**src/pcs_pkg.sv**
```systemverilog
// Purpose: shared constants for the peripheral clock select/divide block
// Assumes: one system clock; every source clock arrives as a tick pulse
// Notes: offsets are byte addresses on the register bus
package pcs_pkg;

  // register byte offsets
  localparam logic [7:0] OFS_BUS_SEL = 8'h10; // bus clock source select
  localparam logic [7:0] OFS_SEL_ONE = 8'h14; // clock_source_select_one
  localparam logic [7:0] OFS_DIV_NUM = 8'h18; // clock_divider_numbers
  localparam logic [7:0] OFS_SEL_TWO = 8'h1C; // clock_source_select_two
  localparam logic [7:0] OFS_STATUS = 8'h30; // switch-in-progress flags

  // reset values of whole registers
  localparam logic [31:0] SEL_ONE_RST = 32'h3300771F;
  localparam logic [31:0] DIV_NUM_RST = 32'h00000000;
  localparam logic [31:0] SEL_TWO_RST = 32'hFFFFFFFF;
  // reserved bits of select one read back as their reset pattern
  localparam logic [31:0] SEL_ONE_RSV = 32'h0300000C;

  // field positions
  localparam int PWM_LSB = 28; // pwm_clock_source [29:28]
  localparam int TM1_LSB = 12; // second_timer_clock_source [14:12]
  localparam int TM0_LSB = 8; // first_timer_clock_source [10:8]
  localparam int SPK_LSB = 4; // speaker_pwm_clock_source [4]
  localparam int WDT_LSB = 0; // watchdog_clock_source [1:0]
  localparam int ADC_LSB = 16; // adc_clock_divisor [23:16]
  localparam int UAR_LSB = 8; // serial_port_clock_divisor [11:8]
  localparam int BUS_LSB = 0; // bus_clock_divisor [3:0]
  localparam int AUD_LSB = 0; // audio_serial_clock_source [1:0]
  localparam int BSR_LSB = 0; // bus_clock_source [2:0]

  // field reset values
  localparam logic [1:0] PWM_RST = 2'h3;
  localparam logic [2:0] TMR_RST = 3'h7;
  localparam logic SPK_RST = 1'b1;
  localparam logic [1:0] WDT_RST = 2'h3;
  localparam logic [1:0] AUD_RST = 2'h3;
  localparam logic [2:0] BSR_RST = 3'h0;
  localparam logic [2:0] BSR_LAST = 3'h2; // highest legal bus source code

  // watchdog prescale of the bus clock
  localparam int WDT_DIV = 2048;
  localparam int WDT_CW = $clog2(WDT_DIV);

  // glitch-free switch states, gray along run, drain, arm
  typedef enum logic [1:0] {
    PCS_RUN = 2'h0, // passing current source
    PCS_DRAIN = 2'h1, // waiting on old source edge
    PCS_ARM = 2'h3 // waiting on new source edge
  } pcs_state_e;

endpackage

```
**src/pcs_gfmux.sv**
```systemverilog
// Purpose: glitch-free selector between asynchronous tick sources
// Assumes: ticks are one-cycle pulses synchronous to clock
// Notes: output is silent from the old edge until the first new edge
`timescale 1ns/1ns
module pcs_gfmux #(
  parameter int SW = 2 // select width
) (
  input wire logic clock, // system clock
  input wire logic sys_rst, // synchronous reset, high
  input wire logic [SW-1:0] rst_sel, // selection taken at reset
  input wire logic [SW-1:0] sel, // requested selection
  input wire logic [(1<<SW)-1:0] tick_in, // source ticks
  output logic tick_out, // selected tick, registered
  output logic busy // switch under way, registered
);

  typedef struct packed {
    pcs_pkg::pcs_state_e st; // switch state
    logic [SW-1:0] cur; // source being passed or awaited
    logic out; // output tick
  } pcs_mux_s;

  pcs_mux_s r, n;

  ////////////////////////////////////////////////////////////////////
  // next state: gate old off on its own edge, then arm on new edge
  always_comb begin
    n = r;
    n.out = 1'b0;
    case (r.st)
      pcs_pkg::PCS_RUN: begin
        // pass the chosen source while selection is stable
        n.out = tick_in[r.cur];
        if (sel != r.cur) begin
          n.st = pcs_pkg::PCS_DRAIN;
        end
      end
      pcs_pkg::PCS_DRAIN: begin
        // old source edge closes the gate; stalls if old clock stops
        if (tick_in[r.cur]) begin
          n.st = pcs_pkg::PCS_ARM;
          n.cur = sel;
        end
      end
      pcs_pkg::PCS_ARM: begin
        // first edge of new source opens the gate
        if (tick_in[r.cur]) begin
          n.st = pcs_pkg::PCS_RUN;
          n.out = 1'b1;
        end
      end
      default: begin
        n.st = pcs_pkg::PCS_RUN;
      end
    endcase
  end

  ////////////////////////////////////////////////////////////////////
  // state register
  always_ff @(posedge clock) begin
    if (sys_rst) begin
      r.st <= pcs_pkg::PCS_RUN;
      r.cur <= rst_sel;
      r.out <= 1'b0;
    end else begin
      r <= n;
    end
  end

  assign tick_out = r.out;
  assign busy = (r.st != pcs_pkg::PCS_RUN);

endmodule

```
**src/pcs_top.sv**
```systemverilog
// Purpose: peripheral clock source selectors and clock dividers
// Assumes: each source clock is a one-cycle tick on the system clock
// Notes: registers sit on a classic Wishbone slave, one ack per access
// Notes: a switch stalls while its old source stays silent
// Notes: bus-derived selector inputs use the divided bus tick
// Notes: unmapped addresses are acked, read zero, drop writes
// Notes on behaviour
// - muxes switch glitch-free, both sources must run
// - pwm select bits 29:28, four sources
// - second timer select bits 14:12, pin code 011
// - first timer select bits 10:8, other pin
// - speaker bit 4: oscillator or doubled
// - watchdog select bits 1:0, bus/2048 code 10
// - adc divide by field 23:16 plus one
// - serial port divide by field 11:8 plus one
// - bus clock divide by field 3:0 plus one
// - audio serial select bits 1:0, third register
// - bus source select: oscillator, crystal, 16 kHz
//
// Our own choice: the Wishbone register port.
`timescale 1ns/1ns
module pcs_top #(
  parameter int AW = 8 // decoded address width
) (
  input wire logic clock, // system clock, 25 MHz
  input wire logic sys_rst, // synchronous reset, high
  input wire logic wb_cyc_i, // bus cycle
  input wire logic wb_stb_i, // bus strobe
  input wire logic wb_we_i, // write enable
  input wire logic [AW-1:0] wb_adr_i, // byte address
  input wire logic [3:0] wb_sel_i, // byte lanes
  input wire logic [31:0] wb_dat_i, // write data
  output logic [31:0] wb_dat_o, // read data
  output logic wb_ack_o, // access done
  input wire logic lirc_tick, // 16 kHz oscillator tick
  input wire logic xtal_tick, // 32 kHz crystal tick
  input wire logic hso_tick, // high_speed_oscillator tick
  input wire logic hso2x_tick, // doubled oscillator tick
  input wire logic tmr0_pin_tick, // first timer pin edge
  input wire logic tmr1_pin_tick, // second timer pin edge
  input wire logic adc_src_tick, // adc source tick
  input wire logic uart_src_tick, // serial port source tick
  output logic bus_clk_tick, // divided bus clock
  output logic pwm_clk_tick, // pwm clock
  output logic tmr0_clk_tick, // first timer clock
  output logic tmr1_clk_tick, // second timer clock
  output logic spk_clk_tick, // speaker pwm clock
  output logic wdt_clk_tick, // watchdog clock
  output logic aud_clk_tick, // audio serial clock
  output logic adc_clk_tick, // adc clock
  output logic uart_clk_tick // serial port clock
);

  // all state of the block outside the selectors in one packed word
  typedef struct packed {
    logic [2:0] bsrc; // bus_clock_source
    logic [1:0] pwm; // pwm_clock_source
    logic [2:0] tm1; // second_timer_clock_source
    logic [2:0] tm0; // first_timer_clock_source
    logic spk; // speaker_pwm_clock_source
    logic [1:0] wdt; // watchdog_clock_source
    logic [1:0] aud; // audio_serial_clock_source
    logic [7:0] adiv; // adc_clock_divisor
    logic [3:0] udiv; // serial_port_clock_divisor
    logic [3:0] bdiv; // bus_clock_divisor
    logic [7:0] acnt; // adc divide counter
    logic [3:0] ucnt; // serial divide counter
    logic [3:0] bcnt; // bus divide counter
    logic [pcs_pkg::WDT_CW-1:0] wcnt; // watchdog prescale counter
    logic bus_t; // bus tick out
    logic adc_t; // adc tick out
    logic uart_t; // serial tick out
    logic w2k_t; // bus/2048 tick
    logic ack; // bus ack
    logic [31:0] dat; // bus read data
  } pcs_top_s;

  // r holds the registered state, n its next value
  pcs_top_s r, n;
  logic bsrc_tick; // selected bus source tick
  logic [6:0] busy; // per-mux switch flags

  ////////////////////////////////////////////////////////////////////
  // glitch-free selectors
  // bus clock source; reserved code 3 never gets past the write
  pcs_gfmux #(.SW(2)) u_bsrc (
    .clock(clock), .sys_rst(sys_rst),
    .rst_sel(pcs_pkg::BSR_RST[1:0]),
    .sel(r.bsrc[1:0]),
    .tick_in({1'b0, lirc_tick, xtal_tick, hso_tick}),
    .tick_out(bsrc_tick), .busy(busy[0])
  );
  // pwm pair shares one source: lirc, xtal, bus or oscillator
  pcs_gfmux #(.SW(2)) u_pwm (
    .clock(clock), .sys_rst(sys_rst), .rst_sel(pcs_pkg::PWM_RST),
    .sel(r.pwm),
    .tick_in({hso_tick, r.bus_t, xtal_tick, lirc_tick}),
    .tick_out(pwm_clk_tick), .busy(busy[1])
  );
  // second timer: pin on code 011, codes 1xx all take the oscillator
  pcs_gfmux #(.SW(3)) u_tm1 (
    .clock(clock), .sys_rst(sys_rst), .rst_sel(pcs_pkg::TMR_RST),
    .sel(r.tm1),
    .tick_in({{4{hso_tick}}, tmr1_pin_tick, r.bus_t, xtal_tick,
      lirc_tick}),
    .tick_out(tmr1_clk_tick), .busy(busy[2])
  );
  // first timer: same codes, its own pin
  pcs_gfmux #(.SW(3)) u_tm0 (
    .clock(clock), .sys_rst(sys_rst), .rst_sel(pcs_pkg::TMR_RST),
    .sel(r.tm0),
    .tick_in({{4{hso_tick}}, tmr0_pin_tick, r.bus_t, xtal_tick,
      lirc_tick}),
    .tick_out(tmr0_clk_tick), .busy(busy[3])
  );
  // speaker pwm: oscillator or its doubled tick
  pcs_gfmux #(.SW(1)) u_spk (
    .clock(clock), .sys_rst(sys_rst), .rst_sel(pcs_pkg::SPK_RST),
    .sel(r.spk),
    .tick_in({hso2x_tick, hso_tick}),
    .tick_out(spk_clk_tick), .busy(busy[4])
  );
  // watchdog: code 10 takes the bus tick prescaled by 2048
  pcs_gfmux #(.SW(2)) u_wdt (
    .clock(clock), .sys_rst(sys_rst), .rst_sel(pcs_pkg::WDT_RST),
    .sel(r.wdt),
    .tick_in({lirc_tick, r.w2k_t, xtal_tick, hso_tick}),
    .tick_out(wdt_clk_tick), .busy(busy[5])
  );
  // audio serial clock: same codes as the pwm selector
  pcs_gfmux #(.SW(2)) u_aud (
    .clock(clock), .sys_rst(sys_rst), .rst_sel(pcs_pkg::AUD_RST),
    .sel(r.aud),
    .tick_in({hso_tick, r.bus_t, xtal_tick, lirc_tick}),
    .tick_out(aud_clk_tick), .busy(busy[6])
  );

  ////////////////////////////////////////////////////////////////////
  // byte-lane merge of a write into an old word
  // lanes that are off keep their old byte
  function automatic logic [31:0] merge(input logic [31:0] old,
    input logic [31:0] wd, input logic [3:0] be);
    logic [31:0] res;
    res = old;
    for (int i = 0; i < 4; i++) begin
      if (be[i]) begin
        res[i*8 +: 8] = wd[i*8 +: 8];
      end
    end
    return res;
  endfunction

  ////////////////////////////////////////////////////////////////////
  // next state: register access, dividers, watchdog prescale
  always_comb begin
    logic [31:0] rb; // current word at the address
    logic [31:0] wv; // merged write value
    logic hit; // address is mapped
    rb = 32'h00000000;
    wv = 32'h00000000;
    hit = 1'b1;
    n = r;
    n.ack = 1'b0;
    // readback of the addressed register
    case (wb_adr_i)
      pcs_pkg::OFS_BUS_SEL: begin
        rb[pcs_pkg::BSR_LSB +: 3] = r.bsrc;
      end
      pcs_pkg::OFS_SEL_ONE: begin
        rb = pcs_pkg::SEL_ONE_RSV;
        rb[pcs_pkg::PWM_LSB +: 2] = r.pwm;
        rb[pcs_pkg::TM1_LSB +: 3] = r.tm1;
        rb[pcs_pkg::TM0_LSB +: 3] = r.tm0;
        rb[pcs_pkg::SPK_LSB] = r.spk;
        rb[pcs_pkg::WDT_LSB +: 2] = r.wdt;
      end
      pcs_pkg::OFS_DIV_NUM: begin
        rb[pcs_pkg::ADC_LSB +: 8] = r.adiv;
        rb[pcs_pkg::UAR_LSB +: 4] = r.udiv;
        rb[pcs_pkg::BUS_LSB +: 4] = r.bdiv;
      end
      pcs_pkg::OFS_SEL_TWO: begin
        rb = pcs_pkg::SEL_TWO_RST;
        rb[pcs_pkg::AUD_LSB +: 2] = r.aud;
      end
      pcs_pkg::OFS_STATUS: begin
        rb[6:0] = busy;
      end
      default: begin
        hit = 1'b0; // unmapped: ack, read zero, write dropped
      end
    endcase
    // write value: old word with the enabled lanes replaced
    wv = merge(rb, wb_dat_i, wb_sel_i);
    // one access per strobe, acked the next cycle
    if (wb_cyc_i && wb_stb_i && !r.ack) begin
      n.ack = 1'b1;
      n.dat = rb;
      // a write lands on the edge that raises ack
      if (wb_we_i && hit) begin
        case (wb_adr_i)
          pcs_pkg::OFS_BUS_SEL: begin
            // reserved source codes are refused
            if (wv[pcs_pkg::BSR_LSB +: 3] <= pcs_pkg::BSR_LAST) begin
              n.bsrc = wv[pcs_pkg::BSR_LSB +: 3];
            end
          end
          pcs_pkg::OFS_SEL_ONE: begin
            n.pwm = wv[pcs_pkg::PWM_LSB +: 2];
            n.tm1 = wv[pcs_pkg::TM1_LSB +: 3];
            n.tm0 = wv[pcs_pkg::TM0_LSB +: 3];
            n.spk = wv[pcs_pkg::SPK_LSB];
            n.wdt = wv[pcs_pkg::WDT_LSB +: 2];
          end
          pcs_pkg::OFS_DIV_NUM: begin
            n.adiv = wv[pcs_pkg::ADC_LSB +: 8];
            n.udiv = wv[pcs_pkg::UAR_LSB +: 4];
            n.bdiv = wv[pcs_pkg::BUS_LSB +: 4];
          end
          pcs_pkg::OFS_SEL_TWO: begin
            n.aud = wv[pcs_pkg::AUD_LSB +: 2];
          end
          default: begin
            n.ack = 1'b1; // status is read-only
          end
        endcase
      end
    end
    // bus clock: one pulse per (divisor+1) source ticks
    // the divided bus tick feeds the muxes and the watchdog
    n.bus_t = 1'b0;
    if (bsrc_tick) begin
      // >= so a divisor lowered mid-count ends the period now
      if (r.bcnt >= r.bdiv) begin
        n.bcnt = 4'h0;
        n.bus_t = 1'b1;
      end else begin
        // count this source tick
        n.bcnt = r.bcnt + 4'h1;
      end
    end
    // adc clock divider
    n.adc_t = 1'b0;
    if (adc_src_tick) begin
      // >= so a divisor lowered mid-count ends the period now
      if (r.acnt >= r.adiv) begin
        n.acnt = 8'h00;
        n.adc_t = 1'b1;
      end else begin
        // count this source tick
        n.acnt = r.acnt + 8'h01;
      end
    end
    // serial port clock divider
    n.uart_t = 1'b0;
    if (uart_src_tick) begin
      // >= so a divisor lowered mid-count ends the period now
      if (r.ucnt >= r.udiv) begin
        n.ucnt = 4'h0;
        n.uart_t = 1'b1;
      end else begin
        // count this source tick
        n.ucnt = r.ucnt + 4'h1;
      end
    end
    // watchdog prescale: one tick per 2048 bus ticks
    n.w2k_t = 1'b0;
    if (r.bus_t) begin
      // the wrap of the counter marks every 2048th bus tick
      n.wcnt = r.wcnt + 1'b1;
      n.w2k_t = (r.wcnt == '1);
    end
  end

  ////////////////////////////////////////////////////////////////////
  // state register
  always_ff @(posedge clock) begin
    if (sys_rst) begin
      // counters and ticks clear; fields take their reset codes
      r <= '0;
      r.bsrc <= pcs_pkg::BSR_RST;
      r.pwm <= pcs_pkg::PWM_RST;
      r.tm1 <= pcs_pkg::TMR_RST;
      r.tm0 <= pcs_pkg::TMR_RST;
      r.spk <= pcs_pkg::SPK_RST;
      r.wdt <= pcs_pkg::WDT_RST;
      r.aud <= pcs_pkg::AUD_RST;
      r.adiv <= pcs_pkg::DIV_NUM_RST[pcs_pkg::ADC_LSB +: 8];
      r.udiv <= pcs_pkg::DIV_NUM_RST[pcs_pkg::UAR_LSB +: 4];
      r.bdiv <= pcs_pkg::DIV_NUM_RST[pcs_pkg::BUS_LSB +: 4];
    end else begin
      // hold the next state computed above
      r <= n;
    end
  end

  ////////////////////////////////////////////////////////////////////
  // outputs straight from flops
  // selector ticks come straight from the flop inside each mux
  assign wb_dat_o = r.dat;
  assign wb_ack_o = r.ack;
  assign bus_clk_tick = r.bus_t;
  assign adc_clk_tick = r.adc_t;
  assign uart_clk_tick = r.uart_t;

endmodule

```
**config.mk**
```make
export PLATFORM = sky130hd
export DESIGN_NAME = pcs_top
export DESIGN_NICKNAME = d
export VERILOG_FILES = /design/src/pcs_pkg.sv /design/src/pcs_gfmux.sv /design/src/pcs_top.sv
export SDC_FILE = /design/constraint.sdc
export NUM_CORES = 1
export LEC_CHECK = 0
export BUFFER_PORTS_ARGS = -buffer_cell sky130_fd_sc_hd__buf_4
export CORE_MARGIN = 5
export CORE_UTILIZATION = 45
export CTS_BUF_LIST = sky130_fd_sc_hd__clkbuf_8
export DETAILED_ROUTE_END_ITERATION = 10
export MAX_ROUTING_LAYER = met4
export PLACE_DENSITY = 0.63
export SYNTH_ARGS = -nofsm -noshare
export SYNTH_HDL_FRONTEND = slang
export SYNTH_SLANG_ARGS = --single-unit
```
**constraint.sdc**
```tcl
create_clock -name clock -period 6.44 [get_ports clock]
set_clock_uncertainty 0.05 [all_clocks]
set_input_delay 0.644 -clock clock [delete_from_list [all_inputs] [get_ports clock]]
set_output_delay 0.644 -clock clock [all_outputs]
set_load 0.005 [all_outputs]
```
; After elaboration in Yosys (flattened, before gate mapping)
; Index checks and enable logic that the tools add are counted.
; Widths: inputs -> output; s select.
[classes]
n_addsub = 4
order_cmp = 11
eq_ne = 48
muxes = 76
bitwise = 4
reduce_logical = 42
[op_table]
columns = cell, n
row1 = $ne 2x1->1 const B, 21
row2 = $pmux 2 s3, 7
row3 = $mux 33, 1
row4 = $eq 8x5->1 const B, 4
row5 = $pmux 8 s2, 2
row6 = $reduce_and 3->1, 10
row7 = $mux 2, 14
row8 = $mux 4, 6
row9 = $mux 1, 20
row10 = $mux 8, 2
row11 = $mux 5, 3
row12 = $pmux 3 s5, 1
row13 = $eq 2x1->1 const B, 7
row14 = $eq 2x2->1 const B, 7
row15 = $logic_not 2->1, 7
row16 = $pmux 1 s2, 7
row17 = $reduce_and 2->1, 7
row18 = $reduce_bool 2->1, 7
row19 = $lt 2x3->1 const B, 4
row20 = $pmux 4 s3, 1
row21 = $add 11x1->11 const B, 1
row22 = $eq 11x11->1 const B, 1
row23 = $reduce_or 2->1, 5
row24 = $pmux 3 s3, 1
row25 = 23 further kinds, 39
[totals]
ff_bits = 132
inputBits = 57
output_inout_bits = 42
elab_cells = 226

; Longest topological paths before layout
; Gate-level depths: netlist of the first run.
[logic_depth]
depth_word = 6
depth_mapped = 8

; Cells and area by module
; Synthesis of the first run repeated with hierarchy kept, for this count alone.
[hier_totals]
hier_cells = 759
hier_area_um2 = 7200.7
[by_module_without_submodules]
columns = module, instances, cells_each, area_each_um2
row1 = pcs_top, 1, 547, 4793.3
row2 = pcs_gfmux (u_aud ...), 4, 29, 326.6
row3 = pcs_gfmux (u_tm0 ...), 2, 35, 424.2
row4 = pcs_gfmux (u_spk), 1, 26, 252.7

; Least setup slack after synthesis of the first run
; Ideal clock, no wire load.
[synth_timing]
kind = input-to-reg
from = input port wb_adr_i[3]
to = register r[93] (netlist name)
setup_ns = 0.115
arrival_ns = 2.302
t_required_ns = 6.275
slack_ns = 3.973
path_stages = 7
path_buffers = 1
path_cell_list = buf_6 > or4_4 > o32a_1 > or3_4 > nand4_1 > nor2_1 > o21a_1
[synth_between]
elab_chain_len = 5
elab_cells_between_ends = 12
[synth_rtl]
columns = item, line
row1 = start: declaration, pcs_top.sv:30  ; input wire logic [AW-1:0] wb_adr_i,
row2 = $eq 8x6->1 (tied with other cells), pcs_top.sv:165  ; case (wb_adr_i)
row3 = $pmux 3 s5 or $reduce_or 5->1 (tied branches), -
row4 = $mux 5 or $mux 1 (tied branches), "pcs_top.sv:146, pcs_top.sv:165"
row5 = $le 3x2->1 or $logic_and 1x1->1 (tied branches), "pcs_top.sv:204, pcs_top.sv:200"
row6 = $reduce_and 4->1 (no source line), -
row7 = end signal: assignment, pcs_top.sv:293  ; r <= n;
row8 = end: declaration, pcs_top.sv:79  ; pcs_top_s r, n;
; Parallel ways exist; a longest one is shown, timed or not.
; A chain may end at the register's enable or synchronous reset.

; Worst setup path after layout of the first run
[layout_timing]
from = input port wb_adr_i[7]
to = register r[76] (netlist name)
[layout_between]
elab_chain_len = 5
elab_cells_between_ends = 11
[layout_rtl]
columns = item, line
row1 = $eq 8x5->1 (tied with other cells), pcs_top.sv:165
row2 = $reduce_or 5->1 (no source line), -
row3 = $mux 1, pcs_top.sv:165
row4 = $logic_and 1x1->1, pcs_top.sv:200  ; if (wb_we_i && hit) begin
row5 = $reduce_and 3->1 (no source line), -
; Parallel ways exist; a longest one is shown, timed or not.

==> results of run 1 <==
## through the flow
| stage | hold slack (ns) | utilization, % | setup slack, ns | area [um^2] |
|---|---|---|---|---|
| final | 0.384 | 51.6 | 3.32 | 7420 |
| after global routing | 0.363 | 51.6 | 3.16 | 7420 |
| after CTS | 0.345 | 51.6 | 3.30 | 7420 |
| after detailed placement | 0.403 | 48.9 | 2.81 | 7030 |
| after global placement | 0.395 | 48.9 | 2.89 | 7030 |
| after floorplan | 0.378 | - | 3.97 | 6500 |
## cell families after synthesis
group	after synthesis	share of synthesized area (%)
AOI/OAI and AO/OA	134	12.7
xor gates and xnor gates	33	4.44
adders and majority gates	41	7.89
buffers and inverters	102	7.93
DFF	127	39.1
muxes	29	5.43
and+or+nand+nor	303	22.5
## state kept, by name, indices dropped and copies added, names as in the netlist, 3 cells and up
name      flops
r            60
u_aud.r       4
u_bsrc.r      4
u_pwm.r       4
u_spk.r       3
u_tm0.r       5
u_tm1.r       5
u_wdt.r       4
wb_dat_o     27
## synthesized netlist by cell type, types with 2 or more instances
master	instances	area, um^2
a211oi_1	18	135
a21o_1	5	37.5
a21oi_1	48	240
a221oi_1	2	17.5
a22oi_1	3	22.5
a41oi_1	2	17.5
and2_0	2	12.5
and2_1	9	56.3
and3_1	7	43.8
buf_1	2	7.51
buf_4	33	248
clkbuf_1	28	105
dfxtp_1	127	2540
ha_1	41	513
inv_1	37	139
mux2i_1	24	240
mux4_2	5	113
nand2_1	83	312
nand2b_1	19	119
nand3_1	39	195
nand3b_1	2	15.0
nand4_1	9	56.3
nor2_1	62	233
nor2b_1	7	43.8
nor3_1	43	215
nor3b_1	6	45.0
nor4_1	3	18.8
o211ai_1	11	82.6
o21a_1	3	22.5
o21ai_0	32	160
o311a_1	2	20.0
or3_1	4	25.0
xnor2_1	16	140
xor2_1	17	149
## power by group through the flow
stage                     logic [mW]  clock network [mW]  registers [mW]
after floorplan                0.211                   0           0.865
after global placement         0.289                   0           0.869
after detailed placement       0.307                   0           0.872
after global routing           0.347               0.732           0.859
final                          0.309               0.676           0.855
after CTS                      0.310               0.699           0.855
## layout make-up
cell class / instances / area [um^2]
Fill cell: 1318 / 6950
Multi-Input combinational cell: 540 / 3440
Sequential cell: 127 / 2540
Timing Repair Buffer: 90 / 676
Clock buffer: 18 / 248
Tap cell: 184 / 230
Inverter: 37 / 139
Clock inverter: 14 / 136
## routing by layer
layer  vias up  global-route usage (%)  share of wire (%)
met1      2592                    24.2                 44
met3        26                    4.71                5.1
met2       133                    32.2                 48
met4         0                    8.68                2.4
met5         -                       -                  0
li1       2720                       -                  -
## worst paths after layout
check / from / to / cells past startpoint
worst max-delay path: wb_adr_i[7] / r[76]$_SDFFE_PP0P_ / 7
worst min register to register: wb_dat_o[28]$_SDFFE_PP0P_ / wb_dat_o[28]$_SDFFE_PP0P_ / 2
worst min-delay path: wb_dat_i[21] / r[77]$_SDFFE_PP0P_ / 3
worst max register to register: wb_ack_o$_SDFF_PP0_ / r[90]$_SDFFE_PP1P_ / 7
## worst min-delay path, stage by stage
cell and delay [ns]:
buf_4 0.08, mux2i_1 0.05, nor2_1 0.07
## cell usage in the layout (no fill, tap or decap), types with 2 or more instances in the layout
master	synthesis	final
o21ai_0	32	32
buf_4	33	90
nor3_1	43	43
and3_1	7	7
nand3_1	39	39
a211oi_1	18	18
bufinv_16	0	3
xnor2_1	16	16
nand2b_1	19	19
and2_1	9	9
inv_1	37	44
clkbuf_8	0	18
nand3b_1	2	2
a221oi_1	2	2
o21a_1	3	3
nand4_1	9	9
nand2_1	83	83
nor2_1	62	62
or3_1	4	4
clkinv_2	0	4
mux2i_1	24	24
mux4_2	5	5
nor2b_1	7	7
ha_1	41	41
a21o_1	5	5
xor2_1	17	17
a41oi_1	2	2
a22oi_1	3	3
a21oi_1	48	48
nor4_1	3	3
and2_0	2	2
o311a_1	2	2
dfxtp_1	127	127
o211ai_1	11	11
nor3b_1	6	6
==> metrics.txt, run 1 <==
mapped cell area 0.00650 mm^2; nets 911; DRT Wirelength 16000 um; crit share post-route 48.5%; Slew @ Worst Pin 1.04 ns; setup tns final 0 ns; Tot Pwr 1.84 mW; sequential fraction of design power 46.5%; max_cap viols 0; final cell count without fillers 1010; initial antenna violation count 0; placed cells 978; clock share of power 36.7%; Clock Sinks 127; n_diodes 0; Hold Vio Cnt, Final 0; WP data required 6.67 ns; number of synthesized register bits 127; Post-synth EDFFs 0; Max Slew Vio Count 0; routed vias 5471; synthesized area per cell 8.46 um^2; detailed-router iteration count before antenna repair 5; Int Pwr 1.34 mW; CP cell instances buf_4, or3b_1, nor3_2, and2_0, o21ai_2, mux2i_1, nor2_1; num rows 44; CTS Buffer Depth 2; Async SR Flop Fraction 0%; routed len/inst 15.8 um; crit start category input pin; total global routing overflow 0; worst path bufs/invs 1; post-DP HPWL 11500 um; Worst Path Max Fanout 15; first-pass GRT wire length 26200 um; Total Routing Usage GR 20.1%; Min-Delay Path Class input pin to flip-flop; Synthesized Nets 867; Cell Pwr Density 248 mW/mm^2; area delta synth->final 14.0%; Fmax 320 MHz; CTS tree yes; worst skew pair latency 0.44 ns; Core Box Area 0.0144 mm^2; gp weighted congestion 0.893; clk root buf clkbuf_8; Cell variety after synth 52; Peak VDD IR 0.0958 mV; Post-CTS Setup Inserts 0; register area share after synthesis 39.1%; hold_buf cts 0; combinational fraction of design power 16.8%; critical-path cell with the highest stage delay and2_0; worst reg2reg setup slack 3.99 ns; Port Buffers 88; Boundary Pins 99; status complete, no violations; Setup crit end kind flip-flop; largest net degree at the start of global routing 98; clock-pin slew on the worst setup and hold paths 0.07 ns; antenna-violating nets left 0; layout cells sized above 1 15.1%; net switching power 0.500 mW; Slew HR 30.9%; unrepaired setup endpoints after global routing false; critical path class input pin to flip-flop; Crit path max-delay family simple AND/OR/NAND/NOR gates; prevailing post-synth register cell dfxtp_1; Tmin final 3.12 ns; switch share 27.2%; setup violators final 0; Starting Density 45.3%; YS warnings 0; Cells after Synth 769; CP peak stage delay 0.83 ns; Pleak 3.12 nW; Initial DRC Count 299; vias in the first global route 5348; chip height 130 um; Vias/cell 5.42; DRC viols 0; CP arrival 3.36 ns; Die Width 130 um; post_cts resized 0; Die ar. 0.0170 mm^2; CTS Buf Count 17; Max H-tree Level 4
(Power assumes the default switching activity.)
==> inputs of run 2 (changes only) <==
Settings changed: PLACE_DENSITY 0.63 to 0.65.
Clock period 6.44 ns to 2.65 ns, I/O delays scaled along.
==> metrics.txt, run 2 (same netlist as run 1, synthesis figures left out) <==
Slew @ Worst Pin 1.02 ns (-0.0185 ns); clk root buf clkbuf_8; n_diodes 0 (unchanged); setup violators final 0 (unchanged); largest net degree at the start of global routing 97 (-1.0%); total global routing overflow 0 (unchanged); Initial DRC Count 376 (+26%); Vias/cell 5.39 (-0.57%); commonest non-fill, non-tap cell in the layout dfxtp_1; Max Slew Vio Count 0 (unchanged); Hold Crit Start wb_dat_i[18]; status complete, no violations; sequential fraction of design power 46.7% (+0.2 points); clock-pin slew on the worst setup and hold paths 0.07 ns (about the same); Total Routing Usage GR 20.2% (+0.053 points); unrepaired setup endpoints after global routing false; Min-Delay Path Class input pin to flip-flop; Cell Pwr Density 586 mW/mm^2 (+140%); Die Width 130 um (unchanged); worst skew pair latency 0.44 ns (about the same); max_cap viols 0 (unchanged); initial antenna violation count 0 (unchanged); chip height 130 um (unchanged); gp weighted congestion 0.915 (+2.5%); post-DP HPWL 11800 um (+3.0%); routed vias 5553 (+1.5%); detailed-router iteration count before antenna repair 5 (unchanged); clock share of power 35.7% (-1.0 points); setup tns final 0 ns (unchanged); Reg2Reg Depth 8 (+1); hold_buf cts 11 (+11); hold slack 0.0212 ns (-0.363 ns); layout cells sized above 1 16.5% (+1.4 points); Clock Sinks 127 (unchanged); Int Pwr 3.18 mW (+140%); reg2reg start r[56]$_SDFFE_PP0P_; routed len/inst 15.7 um (-0.39%); Fmax 440 MHz; DRT Wirelength 16200 um (+1.7%); max reg flops 60 (unchanged); critical path class flip-flop to flip-flop; Hold Vio Cnt, Final 0 (unchanged); Die ar. 0.0170 mm^2 (unchanged); antenna-violating nets left 0 (unchanged); Boundary Pins 99 (unchanged); worst reg2reg setup slack 0.38 ns (-3.61 ns); CTS Buf Count 17 (unchanged); Post-CTS Setup Inserts 0 (unchanged); Biggest register r; Pleak 3.19 nW (+2.1%); nets 932 (+2.3%); vias in the first global route 5394 (+0.86%); crit share post-route 85.8%; CTS Buffer Depth 2 (unchanged); CP arrival 2.58 ns (-0.78 ns); Max H-tree Level 4 (unchanged); Core Box Area 0.0144 mm^2 (unchanged); Hold Path End r[74]$_SDFFE_PP0P_; CTS tree yes; R2R Path End r[63]$_SDFFE_PP0P_; most frequent cells in the layout dfxtp_1 (127), buf_4 (99), nand2_1 (83); WP data required 2.96 ns (-3.71 ns); first-pass GRT wire length 26200 um (about the same); net switching power 1.28 mW (+160%); Worst Path Max Fanout 6 (-9); combinational fraction of design power 17.6% (+0.8 points); Hold Crit Depth 3 (unchanged); num rows 44 (unchanged); Slew HR 32.2% (+1.2 points); area delta synth->final 16.9%; Setup crit end kind flip-flop; DRC viols 0 (unchanged); crit start category flip-flop; switch share 28.7% (+1.5 points); Starting Density 45.3% (unchanged); post_cts resized 0 (unchanged); Peak VDD IR 0.304 mV (+220%); Port Buffers 88 (unchanged); Tmin final 2.27 ns
==> run 2: stage by stage <==
stage	area [um^2]	worst slack, ns	power (mW)	util (%)	std cells
finish	7600	0.376	4.45	52.9	1031
global placement	7100	0.408	2.82	49.4	987
CTS	7590	0.357	4.49	52.8	1030
floorplan	6500	0.562	2.61	-	769
global route	7600	0.220	4.67	52.9	1031
detailed placement	7100	0.381	2.88	49.4	987
==> run 2: how the worst max path moves through the flow <==
stage | cells after the start | to | startpoint
floorplan | 7 | r[93]$_SDFFE_PP0P_ | wb_adr_i[3]
global placement | 7 | r[93]$_SDFFE_PP0P_ | wb_adr_i[3]
detailed placement | 7 | r[93]$_SDFFE_PP0P_ | wb_adr_i[3]
CTS | 8 | r[63]$_SDFFE_PP0P_ | r[56]$_SDFFE_PP0P_
global route | 8 | r[59]$_SDFFE_PP0P_ | r[56]$_SDFFE_PP0P_
finish | 8 | r[63]$_SDFFE_PP0P_ | r[56]$_SDFFE_PP0P_
==> run 2: worst max-delay path, stage by stage (launching register included) <==
cell	delay, ns
dfxtp_1	0.39
inv_1	0.08
ha_1	0.28
nand2b_1	0.14
a21o_1	0.18
a2111oi_0	0.47
o31a_1	0.26
nor2b_1	0.14
nor3_1	0.20
==> run 2: layer usage <==
layer / share of wire [%] / vias up / wire length (um) / global-route usage, %
li1: - / 2761 / - / -
met5: 0 / - / 0 / -
met2: 48 / 137 / 7860 / 33.0
met3: 4.9 / 39 / 794 / 3.77
met4: 3.2 / 0 / 517 / 9.60
met1: 43 / 2616 / 7060 / 24.0
==> run 2: area by class of cell <==
type	instances	area [um^2]
fill	1330	6770
multi-input combinational	540	3440
sequential	127	2540
timing repair buffer	111	863
clock buffer	21	289
tap	184	230
inverter	37	139
clock inverter	11	90.1
==> run 2: power groups by stage <==
| stage | clock [mW] | combinational, mW | sequential (mW) |
|---|---|---|---|
| after detailed placement | 0 | 0.763 | 2.12 |
| after CTS | 1.63 | 0.782 | 2.08 |
| after floorplan | 0 | 0.512 | 2.10 |
| after global routing | 1.71 | 0.870 | 2.09 |
| after global placement | 0 | 0.710 | 2.11 |
| final | 1.59 | 0.784 | 2.08 |
==> inputs of run 3 (changes only) <==
--- a/config.mk
+++ b/config.mk
@@ -8,3 +8,3 @@
 export BUFFER_PORTS_ARGS = -buffer_cell sky130_fd_sc_hd__buf_4
-export CORE_MARGIN = 5
+export CORE_MARGIN = 1.5
 export CORE_UTILIZATION = 45
==> constraint.sdc (replaced) <==
create_clock -name clock -period 2.65 [get_ports clock]
set_clock_uncertainty 0.05 [all_clocks]
set_input_delay 0.1325 -clock clock [delete_from_list [all_inputs] [get_ports clock]]
set_output_delay 0.1325 -clock clock [all_outputs]
set_load 0.005 [all_outputs]
==> metrics.txt, run 3 (same netlist as run 1, synthesis figures left out) <==
most frequent cells in the layout dfxtp_1 (127), buf_4 (98), nand2_1 (83); Setup crit end kind flip-flop; CTS Buf Count 17 (unchanged); Fmax 396 MHz (-9.8%); combinational fraction of design power 17.4% (-0.2 points); worst path bufs/invs 3 (+2); crit start category flip-flop; DRT Wirelength 16100 um (-1.1%); Die ar. 0.0152 mm^2 (-10%); clk root buf clkbuf_8; post-DP HPWL 11600 um (-2.0%); hold slack 0.0348 ns (+0.0135 ns); Max Slew Vio Count 0 (unchanged); Biggest register r; total global routing overflow 0 (unchanged); CP peak stage delay 0.56 ns (+0.09 ns); CP cell instances and3b_1, nand2_1, nor3_2, buf_4, nand3_1, dlygate4sd3_1, nand3_1, dlygate4sd3_1; clock share of power 36.8% (+1.1 points); gp weighted congestion 0.854 (-6.7%); setup tns final 0 ns (unchanged); Post-CTS Setup Inserts 0 (unchanged); chip height 123 um (-5.4%); layout cells sized above 1 15.9% (-0.58 points); routed vias 5654 (+1.8%); CP arrival 2.86 ns (+0.28 ns); Initial DRC Count 359 (-4.5%); Worst Path Max Fanout 7 (+1); CP Depth 8 (unchanged); Min-Delay Path Class input pin to flip-flop; Cell Pwr Density 586 mW/mm^2 (about the same); Die Width 123 um (-5.4%); Slew @ Worst Pin 0.754 ns (-0.263 ns); Peak VDD IR 0.337 mV (+11%); Vias/cell 5.44 (+1.0%); status complete, no violations; num rows 43 (-2.3%); commonest non-fill, non-tap cell in the layout dfxtp_1; largest net degree at the start of global routing 63 (-35%); Reg2Reg Depth 8 (unchanged); Clock Sinks 127 (unchanged); Total Routing Usage GR 23.1% (+2.9 points); critical-path cell with the highest stage delay dlygate4sd3_1; clock-pin slew on the worst setup and hold paths 0.07 ns (about the same); Port Buffers 88 (unchanged); worst skew pair latency 0.44 ns (about the same); n_diodes 0 (unchanged); antenna-violating nets left 0 (unchanged); unrepaired setup endpoints after global routing false; Int Pwr 3.29 mW (+3.7%); Slew HR 49.1% (+17 points); critical path class flip-flop to flip-flop; setup violators final 0 (unchanged); nets 945 (+1.4%); Boundary Pins 99 (unchanged); max reg flops 60 (unchanged); detailed-router iteration count before antenna repair 5 (unchanged); WP data required 2.99 ns (+0.03 ns); vias in the first global route 5601 (+3.8%); first-pass GRT wire length 26400 um (+0.58%); net switching power 1.24 mW (-2.6%); Core Box Area 0.0140 mm^2 (-2.6%); Hold Crit Depth 3 (unchanged); Starting Density 46.5% (+1.2 points); Max H-tree Level 4 (unchanged); initial antenna violation count 0 (unchanged); area delta synth->final 19.1%; routed len/inst 15.5 um (-1.8%); max_cap viols 0 (unchanged); switch share 27.4% (-1.3 points); CTS Buffer Depth 2 (unchanged); Tmin final 2.52 ns (+0.248 ns); Pleak 3.24 nW (+1.8%); DRC viols 0 (unchanged); CTS tree yes; Crit path max-delay family buffers and inverters; sequential fraction of design power 45.8% (-0.9 points); Hold Vio Cnt, Final 0 (unchanged); crit share post-route 95.2% (+9.4 points)
run 3: cell count changes in the layout (fill, tap and decap cells not counted), sizes merged:
cell         previous run  this run
buf                    99        98
bufinv                  1         2
clkbuf                 21        22
clkinv                  6         4
clkinvlp                3         0
dlygate4sd3            12        26
inv                    38        40
run 3: layer usage:
layer	GRT usage (%)	vias to the layer above	part of all wire, %
met5	-	-	0
met4	10.4	0	1.9
met3	4.29	27	4.7
met2	37.3	141	48
met1	28.3	2699	45
li1	-	2787	-
run 3: cell type report:
class / count / area (um^2)
fillers: 1227 / 6240
inverters: 37 / 139
repair buffers: 124 / 996
flip-flops and latches: 127 / 2540
clock inverters: 9 / 91.3
clock buffers: 22 / 303
well taps: 180 / 225
multi-input cells: 540 / 3450
run 3: worst paths after layout:
check	start	end	slack, ns
worst max register to register	wb_ack_o$_SDFF_PP0_	r[91]$_SDFFE_PP1P_	0.13
worst min-delay path	wb_dat_i[10]	r[87]$_SDFFE_PP1P_	0.03
worst max-delay path	wb_ack_o$_SDFF_PP0_	r[91]$_SDFFE_PP1P_	0.13
worst min register to register	wb_dat_o[10]$_SDFFE_PP0P_	wb_dat_o[10]$_SDFFE_PP0P_	0.41
run 3: repair_timing:
action                                  CTS  global route
hold endpoints to repair                 24             0
resized for setup                         0             1
hold buffers                             26             0
endpoints found under the setup margin    0             2
run 3: stage by stage:
step	worst slack [ns]	area (um^2)	power (mW)	cells	util, %
floorplan	0.688	6500	2.61	769	-
CTS	0.0369	7740	4.57	1039	55.3
finish	0.127	7750	4.54	1039	55.4
global route	0.0128	7750	4.75	1039	55.4
detailed placement	0.368	7090	2.88	982	50.7
global placement	0.431	7090	2.82	982	50.7
run 3: worst reg2reg max path, delay by kind of cell (launching register included):
family        cells  cell delay [ns]
flops             1             0.32
simple gates      5             0.80
buf+inv           3             1.29
run 3: power groups by stage:
stage          combinational [mW]  clock, mW  sequential, mW
2_1_floorplan               0.512          0            2.10
5_1_grt                     0.880       1.78            2.09
3_3_place_gp                0.711          0            2.11
3_5_place_dp                0.757          0            2.12
6_report                    0.789       1.67            2.08
4_1_cts                     0.785       1.71            2.08
